--- src/design/scm_pkg.sv ---
/*
 system configuration register package: address, field positions, reset values.
 assumes a 32-bit register reached by privileged register read/write requests.
*/
package scm_pkg;
  localparam logic [31:0] SCM_REG_ADDR = 32'hC0010010;
  localparam int SCM_FIX_EN_BIT = 18;
  localparam int SCM_FIX_MOD_BIT = 19;
  localparam int SCM_VAR_IO_BIT = 20;
  localparam int SCM_TOM2_BIT = 21;
  localparam int SCM_FWB_BIT = 22;
  localparam int SCM_MEME_BIT = 23;
  localparam int SCM_NPP_BIT = 24;
  localparam int SCM_VMPL_BIT = 25;
  localparam logic [31:0] SCM_DEFINED_MASK = 32'h03FC0000;
  localparam logic [31:0] SCM_RESET_VAL = 32'h00000000;
  localparam logic [2:0] SCM_TYPE_WB = 3'h6;
  localparam logic [1:0] SCM_ATTR_RESET = 2'h0;
endpackage : scm_pkg

--- src/design/scm_fix_if.sv ---
/*
 interface between the config register and the fixed-range attribute store.
 assumes both ends run on the same clock.
*/
`timescale 1ns/1ps
interface scm_fix_if;
  logic attr_en;
  logic mod_en;
  logic wr;
  logic [1:0] wdata;
  logic [1:0] rdata;
  modport cfg (output attr_en, output mod_en, output wr, output wdata, input rdata);
  modport store (input attr_en, input mod_en, input wr, input wdata, output rdata);
endinterface : scm_fix_if

--- src/design/scm_fix_attr.sv ---
/*
 fixed-range read/write memory attribute bits with modify gating.
 assumes the config register drives the enables each cycle.
*/
`timescale 1ns/1ps
module scm_fix_attr (
  // clock and reset
  input wire logic clock_i,
  input wire logic rst_b_i,
  // control
  scm_fix_if.store fix,
  // effective attributes
  output logic [1:0] attr_eff_o
);
  logic [1:0] attr_r;
  logic [1:0] attr_nxt;

  always_comb begin
    attr_nxt = attr_r;
    if (fix.wr && fix.mod_en) begin
      attr_nxt = fix.wdata;
    end
  end

  always_ff @(posedge clock_i or negedge rst_b_i) begin
    if (!rst_b_i) begin
      attr_r <= scm_pkg::SCM_ATTR_RESET;
    end else begin
      attr_r <= attr_nxt;
    end
  end

  assign fix.rdata = fix.mod_en ? attr_r : 2'h0;
  assign attr_eff_o = fix.attr_en ? attr_r : 2'h0;

  chk_mod_gate: assert property (@(posedge clock_i) disable iff (!rst_b_i)
    (fix.wr && !fix.mod_en) |=> attr_r == $past(attr_r))
    else $error("attribute changed while modify disabled");
endmodule : scm_fix_attr

--- src/design/scm_sys_config.sv ---
/*
 system configuration register with memory-type controls, encryption and paging locks.
 assumes requests come only from privileged register read/write instructions.
*/
// Functional notes
// - register lives at config address C001_0010h, privileged access only.
// - only privileged register read and write instructions reach it.
// - bits 25:18 read/write; 31:26 and 17:0 reserved, read zero.
// - bit 18 enables fixed-range read/write memory attributes.
// - bit 19 clear: attribute writes ignored, reads return zero.
// - bit 20 enables top-of-memory limit and variable io range registers.
// - bit 21 enables upper memory limit register.
// - bit 22 forces write-back default between 4GB and upper limit.
// - forced write-back only while default type enable is one.
// - variable ranges and page attribute table still override forced type.
// - bit 23 enables memory encryption features.
// - with config lock set, encryption enable cannot go one to zero.
// - bit 24 enables nested-paging protection; once set, never changes.
// - protection sets only with encryption set before or same write.
// - once protection set, other registers may be write blocked.
// - once protection set, privilege level enable frozen.
`timescale 1ns/1ps
module scm_sys_config (
  // clock and reset
  input wire logic clock_i,
  input wire logic rst_b_i,
  // register request
  input wire logic priv_i,
  input wire logic rd_i,
  input wire logic wr_i,
  input wire logic [31:0] addr_i,
  input wire logic [31:0] wdata_i,
  output logic [31:0] rdata_o,
  output logic hit_o,
  // fixed-range attribute access
  input wire logic attr_wr_i,
  input wire logic [1:0] attr_wdata_i,
  output logic [1:0] attr_rdata_o,
  output logic [1:0] attr_eff_o,
  // memory typing context
  input wire logic smm_config_lock_i,
  input wire logic def_type_en_i,
  input wire logic [2:0] def_type_i,
  input wire logic above_4g_i,
  input wire logic below_upper_limit_i,
  input wire logic range_override_i,
  input wire logic [2:0] range_type_i,
  // enables, write block and memory type to the rest of the core
  output logic var_io_active_o,
  output logic upper_limit_active_o,
  output logic encrypt_en_o,
  output logic npp_en_o,
  output logic vmpl_en_o,
  output logic msr_wr_block_o,
  output logic [2:0] mem_type_o
);
  logic [7:0] cfg_r;
  logic [7:0] cfg_nxt;
  logic [31:0] rdata_r;
  logic [31:0] rdata_nxt;
  logic sel;
  logic wsel;
  logic [7:0] wf;
  logic meme_old;
  logic npp_old;
  logic meme_new;
  logic npp_new;
  logic [31:0] cur;
  scm_fix_if fix ();

  localparam int LO = scm_pkg::SCM_FIX_EN_BIT;

  assign sel = priv_i && (addr_i == scm_pkg::SCM_REG_ADDR);
  assign wsel = sel && wr_i;
  assign wf = wdata_i[scm_pkg::SCM_VMPL_BIT:LO];
  assign meme_old = cfg_r[scm_pkg::SCM_MEME_BIT-LO];
  assign npp_old = cfg_r[scm_pkg::SCM_NPP_BIT-LO];
  assign hit_o = sel && (rd_i || wr_i);

  always_comb begin
    cfg_nxt = cfg_r;
    meme_new = meme_old;
    npp_new = npp_old;
    if (wsel) begin
      cfg_nxt[5:0] = wf[5:0];
      meme_new = wf[scm_pkg::SCM_MEME_BIT-LO];
      if (meme_old && smm_config_lock_i) begin
        meme_new = 1'b1;
      end
      if (!npp_old) begin
        npp_new = wf[scm_pkg::SCM_NPP_BIT-LO] && meme_new;
        cfg_nxt[scm_pkg::SCM_VMPL_BIT-LO] = wf[scm_pkg::SCM_VMPL_BIT-LO];
      end
      cfg_nxt[scm_pkg::SCM_MEME_BIT-LO] = meme_new;
      cfg_nxt[scm_pkg::SCM_NPP_BIT-LO] = npp_new;
    end
  end

  always_comb begin
    cur = scm_pkg::SCM_RESET_VAL;
    cur[scm_pkg::SCM_VMPL_BIT:LO] = cfg_r;
    rdata_nxt = rdata_r;
    if (sel && rd_i) begin
      rdata_nxt = cur & scm_pkg::SCM_DEFINED_MASK;
    end
  end

  always_ff @(posedge clock_i or negedge rst_b_i) begin
    if (!rst_b_i) begin
      cfg_r <= scm_pkg::SCM_RESET_VAL[scm_pkg::SCM_VMPL_BIT:LO];
      rdata_r <= scm_pkg::SCM_RESET_VAL;
    end else begin
      cfg_r <= cfg_nxt;
      rdata_r <= rdata_nxt;
    end
  end

  assign rdata_o = rdata_r;

  assign fix.attr_en = cfg_r[scm_pkg::SCM_FIX_EN_BIT-LO];
  assign fix.mod_en = cfg_r[scm_pkg::SCM_FIX_MOD_BIT-LO];
  assign fix.wr = attr_wr_i;
  assign fix.wdata = attr_wdata_i;
  assign attr_rdata_o = fix.rdata;

  scm_fix_attr u_fix (
    .clock_i(clock_i),
    .rst_b_i(rst_b_i),
    .fix(fix),
    .attr_eff_o(attr_eff_o)
  );

  assign var_io_active_o = cfg_r[scm_pkg::SCM_VAR_IO_BIT-LO];
  assign upper_limit_active_o = cfg_r[scm_pkg::SCM_TOM2_BIT-LO];
  assign encrypt_en_o = meme_old;
  assign npp_en_o = npp_old;
  assign vmpl_en_o = cfg_r[scm_pkg::SCM_VMPL_BIT-LO];
  assign msr_wr_block_o = npp_old;

  always_comb begin
    mem_type_o = def_type_i;
    if (range_override_i) begin
      mem_type_o = range_type_i;
    end else if (cfg_r[scm_pkg::SCM_FWB_BIT-LO] && def_type_en_i && above_4g_i
                 && below_upper_limit_i && upper_limit_active_o) begin
      mem_type_o = scm_pkg::SCM_TYPE_WB;
    end
  end

  chk_npp_sticky: assert property (@(posedge clock_i) disable iff (!rst_b_i)
    npp_old |=> npp_old)
    else $error("protection enable cleared");
  chk_npp_needs_enc: assert property (@(posedge clock_i) disable iff (!rst_b_i)
    $rose(npp_old) |-> meme_old)
    else $error("protection set without encryption");
  chk_npp_refused: assert property (@(posedge clock_i) disable iff (!rst_b_i)
    (wsel && !npp_old && !meme_old && !wf[scm_pkg::SCM_MEME_BIT-LO]) |=> !npp_old)
    else $error("protection set by refused write");
  chk_enc_locked: assert property (@(posedge clock_i) disable iff (!rst_b_i)
    (meme_old && smm_config_lock_i) |=> meme_old)
    else $error("locked encryption enable cleared");
  chk_vmpl_frozen: assert property (@(posedge clock_i) disable iff (!rst_b_i)
    npp_old |=> $stable(vmpl_en_o))
    else $error("privilege level enable changed");
  chk_reserved_zero: assert property (@(posedge clock_i) disable iff (!rst_b_i)
    (rdata_o & ~scm_pkg::SCM_DEFINED_MASK) == 32'h00000000)
    else $error("reserved bits read nonzero");
  chk_write_takes: assert property (@(posedge clock_i) disable iff (!rst_b_i)
    wsel |=> var_io_active_o == $past(wdata_i[scm_pkg::SCM_VAR_IO_BIT]))
    else $error("enable bit not written");
  chk_forced_wb: assert property (@(posedge clock_i) disable iff (!rst_b_i)
    (!def_type_en_i && !range_override_i) |-> mem_type_o == def_type_i)
    else $error("forced type without default enable");
  chk_unpriv_ignored: assert property (@(posedge clock_i) disable iff (!rst_b_i)
    (!priv_i) |=> cfg_r == $past(cfg_r))
    else $error("unprivileged write took effect");

  chk_read_value: assert property (@(posedge clock_i) disable iff (!rst_b_i)
    (sel && rd_i)
    |=> rdata_o[scm_pkg::SCM_VMPL_BIT:LO] == $past(cfg_r))
    else $error("read data differs from register");

  chk_read_holds: assert property (@(posedge clock_i) disable iff (!rst_b_i)
    !(sel && rd_i)
    |=> $stable(rdata_o))
    else $error("read data changed without a read");

  chk_hit_priv: assert property (@(posedge clock_i) disable iff (!rst_b_i)
    !priv_i
    |-> !hit_o)
    else $error("unprivileged request hit");

  chk_hit_addr: assert property (@(posedge clock_i) disable iff (!rst_b_i)
    (addr_i != scm_pkg::SCM_REG_ADDR)
    |-> !hit_o)
    else $error("other address hit");

  chk_addr_ignored: assert property (@(posedge clock_i) disable iff (!rst_b_i)
    (addr_i != scm_pkg::SCM_REG_ADDR)
    |=> $stable(cfg_r))
    else $error("other address changed register");

  chk_idle_stable: assert property (@(posedge clock_i) disable iff (!rst_b_i)
    !wr_i
    |=> $stable(cfg_r))
    else $error("register changed without a write");

  chk_fix_en_write: assert property (@(posedge clock_i) disable iff (!rst_b_i)
    wsel
    |=> fix.attr_en == $past(wdata_i[scm_pkg::SCM_FIX_EN_BIT]))
    else $error("attribute enable not written");

  chk_fix_mod_write: assert property (@(posedge clock_i) disable iff (!rst_b_i)
    wsel
    |=> fix.mod_en == $past(wdata_i[scm_pkg::SCM_FIX_MOD_BIT]))
    else $error("attribute modify enable not written");

  chk_upper_write: assert property (@(posedge clock_i) disable iff (!rst_b_i)
    wsel
    |=> upper_limit_active_o == $past(wdata_i[scm_pkg::SCM_TOM2_BIT]))
    else $error("upper limit enable not written");

  chk_force_write: assert property (@(posedge clock_i) disable iff (!rst_b_i)
    wsel
    |=> cfg_r[scm_pkg::SCM_FWB_BIT-LO] == $past(wdata_i[scm_pkg::SCM_FWB_BIT]))
    else $error("forced write-back enable not written");

  chk_enc_write: assert property (@(posedge clock_i) disable iff (!rst_b_i)
    (wsel && !(meme_old && smm_config_lock_i))
    |=> encrypt_en_o == $past(wdata_i[scm_pkg::SCM_MEME_BIT]))
    else $error("encryption enable not written");

  chk_enc_set: assert property (@(posedge clock_i) disable iff (!rst_b_i)
    (wsel && wdata_i[scm_pkg::SCM_MEME_BIT])
    |=> encrypt_en_o)
    else $error("encryption enable not set");

  chk_npp_grant: assert property (@(posedge clock_i) disable iff (!rst_b_i)
    (wsel && !npp_old && wdata_i[scm_pkg::SCM_NPP_BIT] && wdata_i[scm_pkg::SCM_MEME_BIT])
    |=> npp_en_o)
    else $error("protection not set with encryption");

  chk_npp_needs_write: assert property (@(posedge clock_i) disable iff (!rst_b_i)
    (!npp_old && !wsel)
    |=> !npp_old)
    else $error("protection set without a write");

  chk_vmpl_write: assert property (@(posedge clock_i) disable iff (!rst_b_i)
    (wsel && !npp_old)
    |=> vmpl_en_o == $past(wdata_i[scm_pkg::SCM_VMPL_BIT]))
    else $error("privilege level enable not written");

  chk_block_on: assert property (@(posedge clock_i) disable iff (!rst_b_i)
    npp_en_o
    |-> msr_wr_block_o)
    else $error("write block missing under protection");

  chk_block_off: assert property (@(posedge clock_i) disable iff (!rst_b_i)
    !npp_en_o
    |-> !msr_wr_block_o)
    else $error("write block without protection");

  chk_var_io_hold: assert property (@(posedge clock_i) disable iff (!rst_b_i)
    !wsel
    |=> $stable(var_io_active_o))
    else $error("io range enable changed without write");

  chk_upper_hold: assert property (@(posedge clock_i) disable iff (!rst_b_i)
    !wsel
    |=> $stable(upper_limit_active_o))
    else $error("upper limit enable changed without write");

  chk_vmpl_hold: assert property (@(posedge clock_i) disable iff (!rst_b_i)
    !wsel
    |=> $stable(vmpl_en_o))
    else $error("privilege level enable changed without write");

  chk_override_wins: assert property (@(posedge clock_i) disable iff (!rst_b_i)
    range_override_i
    |-> mem_type_o == range_type_i)
    else $error("range override ignored");

  chk_wb_applied: assert property (@(posedge clock_i) disable iff (!rst_b_i)
    (!range_override_i && def_type_en_i && cfg_r[scm_pkg::SCM_FWB_BIT-LO] && above_4g_i
     && below_upper_limit_i && upper_limit_active_o)
    |-> mem_type_o == scm_pkg::SCM_TYPE_WB)
    else $error("write-back default not forced");

  chk_wb_below_4g: assert property (@(posedge clock_i) disable iff (!rst_b_i)
    (!range_override_i && !above_4g_i)
    |-> mem_type_o == def_type_i)
    else $error("forced type below 4GB");

  chk_wb_above_limit: assert property (@(posedge clock_i) disable iff (!rst_b_i)
    (!range_override_i && !below_upper_limit_i)
    |-> mem_type_o == def_type_i)
    else $error("forced type above upper limit");

  chk_wb_off: assert property (@(posedge clock_i) disable iff (!rst_b_i)
    (!range_override_i && !cfg_r[scm_pkg::SCM_FWB_BIT-LO])
    |-> mem_type_o == def_type_i)
    else $error("forced type while force disabled");

  chk_upper_gates_wb: assert property (@(posedge clock_i) disable iff (!rst_b_i)
    (!range_override_i && !upper_limit_active_o)
    |-> mem_type_o == def_type_i)
    else $error("forced type with upper limit off");

  chk_attr_eff_gate: assert property (@(posedge clock_i) disable iff (!rst_b_i)
    !fix.attr_en
    |-> attr_eff_o == 2'h0)
    else $error("attributes active while disabled");

  chk_attr_read_gate: assert property (@(posedge clock_i) disable iff (!rst_b_i)
    !fix.mod_en
    |-> attr_rdata_o == 2'h0)
    else $error("attributes readable while modify disabled");
endmodule : scm_sys_config
--- config.mk ---
export PLATFORM = sky130hd
export DESIGN_NAME = scm_sys_config
export DESIGN_NICKNAME = d
export VERILOG_FILES = /design/src/design/scm_pkg.sv /design/src/design/scm_fix_if.sv /design/src/design/scm_fix_attr.sv /design/src/design/scm_sys_config.sv
export SDC_FILE = /design/constraint.sdc
export NUM_CORES = 1
export LEC_CHECK = 0
export ABC_AREA = 1
export BUFFER_PORTS_ARGS = -buffer_cell sky130_fd_sc_hd__buf_2
export CAP_MARGIN = 15
export CELL_PAD_IN_SITES_DETAIL_PLACEMENT = 1
export CELL_PAD_IN_SITES_GLOBAL_PLACEMENT = 2
export CORE_UTILIZATION = 17
export DETAILED_ROUTE_END_ITERATION = 10
export PLACE_DENSITY_LB_ADDON = 0.1
export SLEW_MARGIN = 10
export SYNTH_ARGS = -nofsm -noshare
export SYNTH_HDL_FRONTEND = slang
export SYNTH_SLANG_ARGS = --single-unit
--- constraint.sdc ---
create_clock -name clock_i -period 2.9 [get_ports clock_i]
set_clock_uncertainty 0.15 [all_clocks]
set_input_delay 0.58 -clock clock_i [delete_from_list [all_inputs] [get_ports clock_i]]
set_output_delay 0.58 -clock clock_i [all_outputs]
set_load 0.02 [all_outputs]
* Yosys cells after proc, flatten, opt, wreduce, memory -nomap -nowiden
Index checks and enable logic that the tools add are counted.
** Storage, ports and cells
- Register bits after elaboration :: 18
- Latch bits :: 0
- Memory bits (writable) :: 0
- ROM bits :: 0
- Bits of input ports :: 83
- Output and inout bits :: 46
- Logic and storage cells :: 26
- Memories :: 0
** Operators by class
- Add/sub/neg operators :: 0
- Multipliers :: 0
- Div/mod/pow operators :: 0
- $lt $le $gt $ge :: 0
- Equal/unequal tests :: 1
- Shifts and indexed selects :: 0
- Mux-type cells :: 7
- Bitwise operators :: 1
- Reductions and logical operators :: 13
** Operator list (number)
- equality test 32 bit, second input constant :: 1
- logical AND 1 bit :: 11
- 2-to-1 mux 3 bit :: 2
- 2-to-1 mux 2 bit :: 2
- 2-to-1 mux 1 bit :: 3
- AND reduction 2 bit :: 1
- logical OR 1 bit :: 1
- inverter 1 bit :: 1

* Longest topological paths before layout
- Word-level depth :: 6
- Depth in mapped cells :: 10
- Depth with buffers taken out :: 10

* Modules after synthesis
A second synthesis with hierarchy kept.
** Second synthesis, totals
- Cells, all modules :: 210
- Area total of the unflattened synthesis :: 1345.0 µm²
** Modules (own cells, without submodules)
- scm_sys_config :: instances 1, cells each 193, area each 1236.2 µm², sequential area each 400.4 µm²
- scm_fix_attr :: instances 1, cells each 17, area each 108.9 µm², sequential area each 50.0 µm²

* Least setup slack after synthesis
Ideal clock, no wire load.
- Path type :: input port to output port
- Start :: input addr_i[15]
- End :: output hit_o
- Arrival time :: 1.427 ns
- Data required time :: 2.170 ns
- Path slack :: 0.743 ns
- Stages on the path :: 7
- Buffers on the path :: 0
- Cell sequence :: nor2_1 -> inv_1 -> nor3_1 -> nand2_1 -> nor2_1 -> nand3_2 -> nand2_1
** Between the ends
- Longest elaborated chain between the ends :: 3
** RTL lines
- start: declaration :: RTL line scm_sys_config.sv:31 : input wire logic [31:0] addr_i,
- equality test 32 bit :: RTL line scm_sys_config.sv:73 : assign sel = priv_i && (addr_i == scm_pkg::SCM_REG_ADDR);
- logical AND 1 bit :: RTL line scm_sys_config.sv:73
- logical AND 1 bit :: RTL line scm_sys_config.sv:78 : assign hit_o = sel && (rd_i || wr_i);
- end: declaration :: RTL line scm_sys_config.sv:34 : output logic hit_o,
No other way between the ends.

* Worst setup path after layout
- Start :: input addr_i[11]
- End :: output hit_o
Same word-level chain as after synthesis.

==> metrics.txt <==
Worst path slowest cell nor2_1; worst vdd ir between 150 and 200 µV; CP cell instances buf_2, nor2_1, nand2_1, nor3_1, nand2_1, nor2_1, nand3_2, nand2_1, buf_2; gpl congestion 0.642; area fraction of the dominant cell type after synthesis 33.6%; die height 90.9 µm; synth unique cells 18; sequential area share after synthesis 33.6%; ANT cells 0; Longest Clk Path Bufs 2; switching share of power 27.9%; fmax 415 MHz; adder-cell share of the synthesized area 0%; pwr dens about 290 nW/µm²; Final period util 83.2%; root buffer cell clkbuf_8; CTS buffer count 3; setup violators final 0; Clock Latency Late Sink 250 ps; Starting Density between 10% and 20%; most frequent CP cell nand2_1; Die Span X 90.9 µm; DRT iter0 DRCs 19; mux cell area share after synthesis 1.68%; post-synth top area cell dfrtp_1; worst path bufs/invs 2; vias in the first global route 1464; CP endpoint kind primary output; Worst Reg-to-Reg Cells 2; setup total negative slack 0 ps; IO Count 129; flop-to-flop setup slack 1760 ps; Cell Rows 32; Lkg Pwr 0.00115 µW; clock power share 32.1%; RSZ-0062 raised after global routing false; gr usage total 9.62%; depth of the CTS H-tree 1; dpl ws about 470 ps; Gate power share 20.6%; pin count of the biggest net entering global routing 19; Power Internal 382 µW; TritonCTS Sinks 18; Syn Std Cell Area about 1300 µm²; hpwl dp ~3200 µm; DRT Pass-1 Iters 5; share of layout cells above drive strength 1 33.0%; Post-CTS Setup Inserts 0; area grow syn2layout 35.4%; Mapped Cells 206; Via density between 3 and 4; clock slew at reported path FFs 60 ps; Post-CTS Resized 0; top cells by area, synth dfrtp_1 34%, nand2_1 23%, buf_4 14%, inv_1 8.1%, nor2_1 6.2%; core area roughly 7700 µm²; antenna-violating nets left 0; Ys Warns 0; DR DRC count 0; WL/cell 9.61 µm; # hold bufs at CTS 0; fin. max-slew vios 0; main combinational cell family by area after synthesis simple AND/OR/NAND/NOR gates; Post-layout nets 373; Crit path depth 9; final hold slack 109 ps; commonest non-fill, non-tap cell in the layout nand2_1; Tightest Hold Check Type input port to async pin; overall routed net length 3750 µm; Critical Path AT 1680 ps; Critical Path Max Stage Delay around 200 ps; initial antenna violation count 0; CTS tree yes; status completed; setup slack after layout 489 ps; Max Cap Viol 0; Simple-Gate Fraction of Synth Area 40.4%; post-route minimum period 2410 ps; final hold vios 0; number of port buffers 80; #FFs+latches synth 18; startpoint types input port; Critical Path RT 2170 ps; Compound-Gate Fraction of Synth Area 2.05%; grt total ovfl 0; critical path's top delay family simple AND/OR/NAND/NOR gates; die area approximately 8300 µm²; Seq pwr share around 47%; crit path kind input port to primary output; most frequent cells in the layout 83 x nand2_1, 80 x buf_2, 29 x inv_1; Psw 148 µW; vias about 1.4k; crit-path max FO 2; Avg Cell Area, Syn 6.52 µm²; xor/xnor share of the synthesized area 0%; first-pass GRT wire length 6440 µm
==> through the flow <==
stage | utilization [%] | instance area (µm²) | total power, µW | std cells
after global routing | 23.6 | 1820 | 562 | 390
after CTS | 23.6 | 1820 | 544 | 390
final | 23.6 | 1820 | 530 | 390
after global placement | 23.1 | 1780 | 366 | 387
after floorplan | - | 1430 | 336 | 229
after detailed placement | 23.1 | 1780 | 367 | 387
==> synthesized netlist by cell type <==
cell / n
a21o_1: 1
buf_4: 25
conb_1: 1
dfrtp_1: 18
inv_1: 29
mux2_2: 2
nand2_1: 83
nand2_4: 1
nand3_1: 6
nand3_2: 1
nand4_1: 3
nor2_1: 22
nor2_2: 5
nor2_4: 1
nor2_8: 1
nor3_1: 3
o21ai_0: 3
o21ai_1: 1
==> flip-flops by register name, indices dropped and copies added, names as in the netlist <==
| register | flops |
|---|---|
| cfg_r | 8 |
| rdata_o | 8 |
| u_fix.attr_r | 2 |
==> path summary, 6_finish.rpt <==
path / from / to
hold reg to reg: rdata_o[21]$_DFFE_PN0P_ / rdata_o[21]$_DFFE_PN0P_
hold / removal: rst_b_i / cfg_r[3]$_DFFE_PN0P_
max in group asynchronous: rst_b_i / cfg_r[7]$_DFFE_PN0P_
min in group clock_i: rdata_o[21]$_DFFE_PN0P_ / rdata_o[21]$_DFFE_PN0P_
setup / recovery: addr_i[11] / hit_o
setup reg to reg: cfg_r[1]$_DFFE_PN0P_ / u_fix.attr_r[1]$_DFFE_PN0P_
==> area by class of cell <==
type                       instances  area, µm²
timing repair buffer              81        408
tap                              102        128
fill                             998       5870
clock buffer                       3       41.3
multi-input combinational        157        682
sequential                        18        450
inverter                          29        109
==> power groups by stage <==
stage | sequential (µW) | clock (µW) | combinational, µW
detailed placement | 256 | 0 | 111
floorplan | 256 | 0 | 80.5
global placement | 256 | 0 | 110
global route | 251 | 187 | 124
CTS | 251 | 181 | 111
finish | 251 | 170 | 109
==> routing by layer <==
layer | GRT usage, % | vias up | part of all wire (%)
li1 | - | 730 | -
met1 | 11.1 | 625 | 44
met2 | 17.9 | 50 | 49
met3 | 2.53 | 2 | 6.4
met4 | 1.59 | 0 | 0.61
met5 | 0 | - | 0
==> kinds of logic after synthesis <==
group | after synthesis
mux | 2
flops | 18
compound gates | 5
other cells | 1
simple gates | 126
buf+inv | 54
Power figures use the tool's default switching activity.
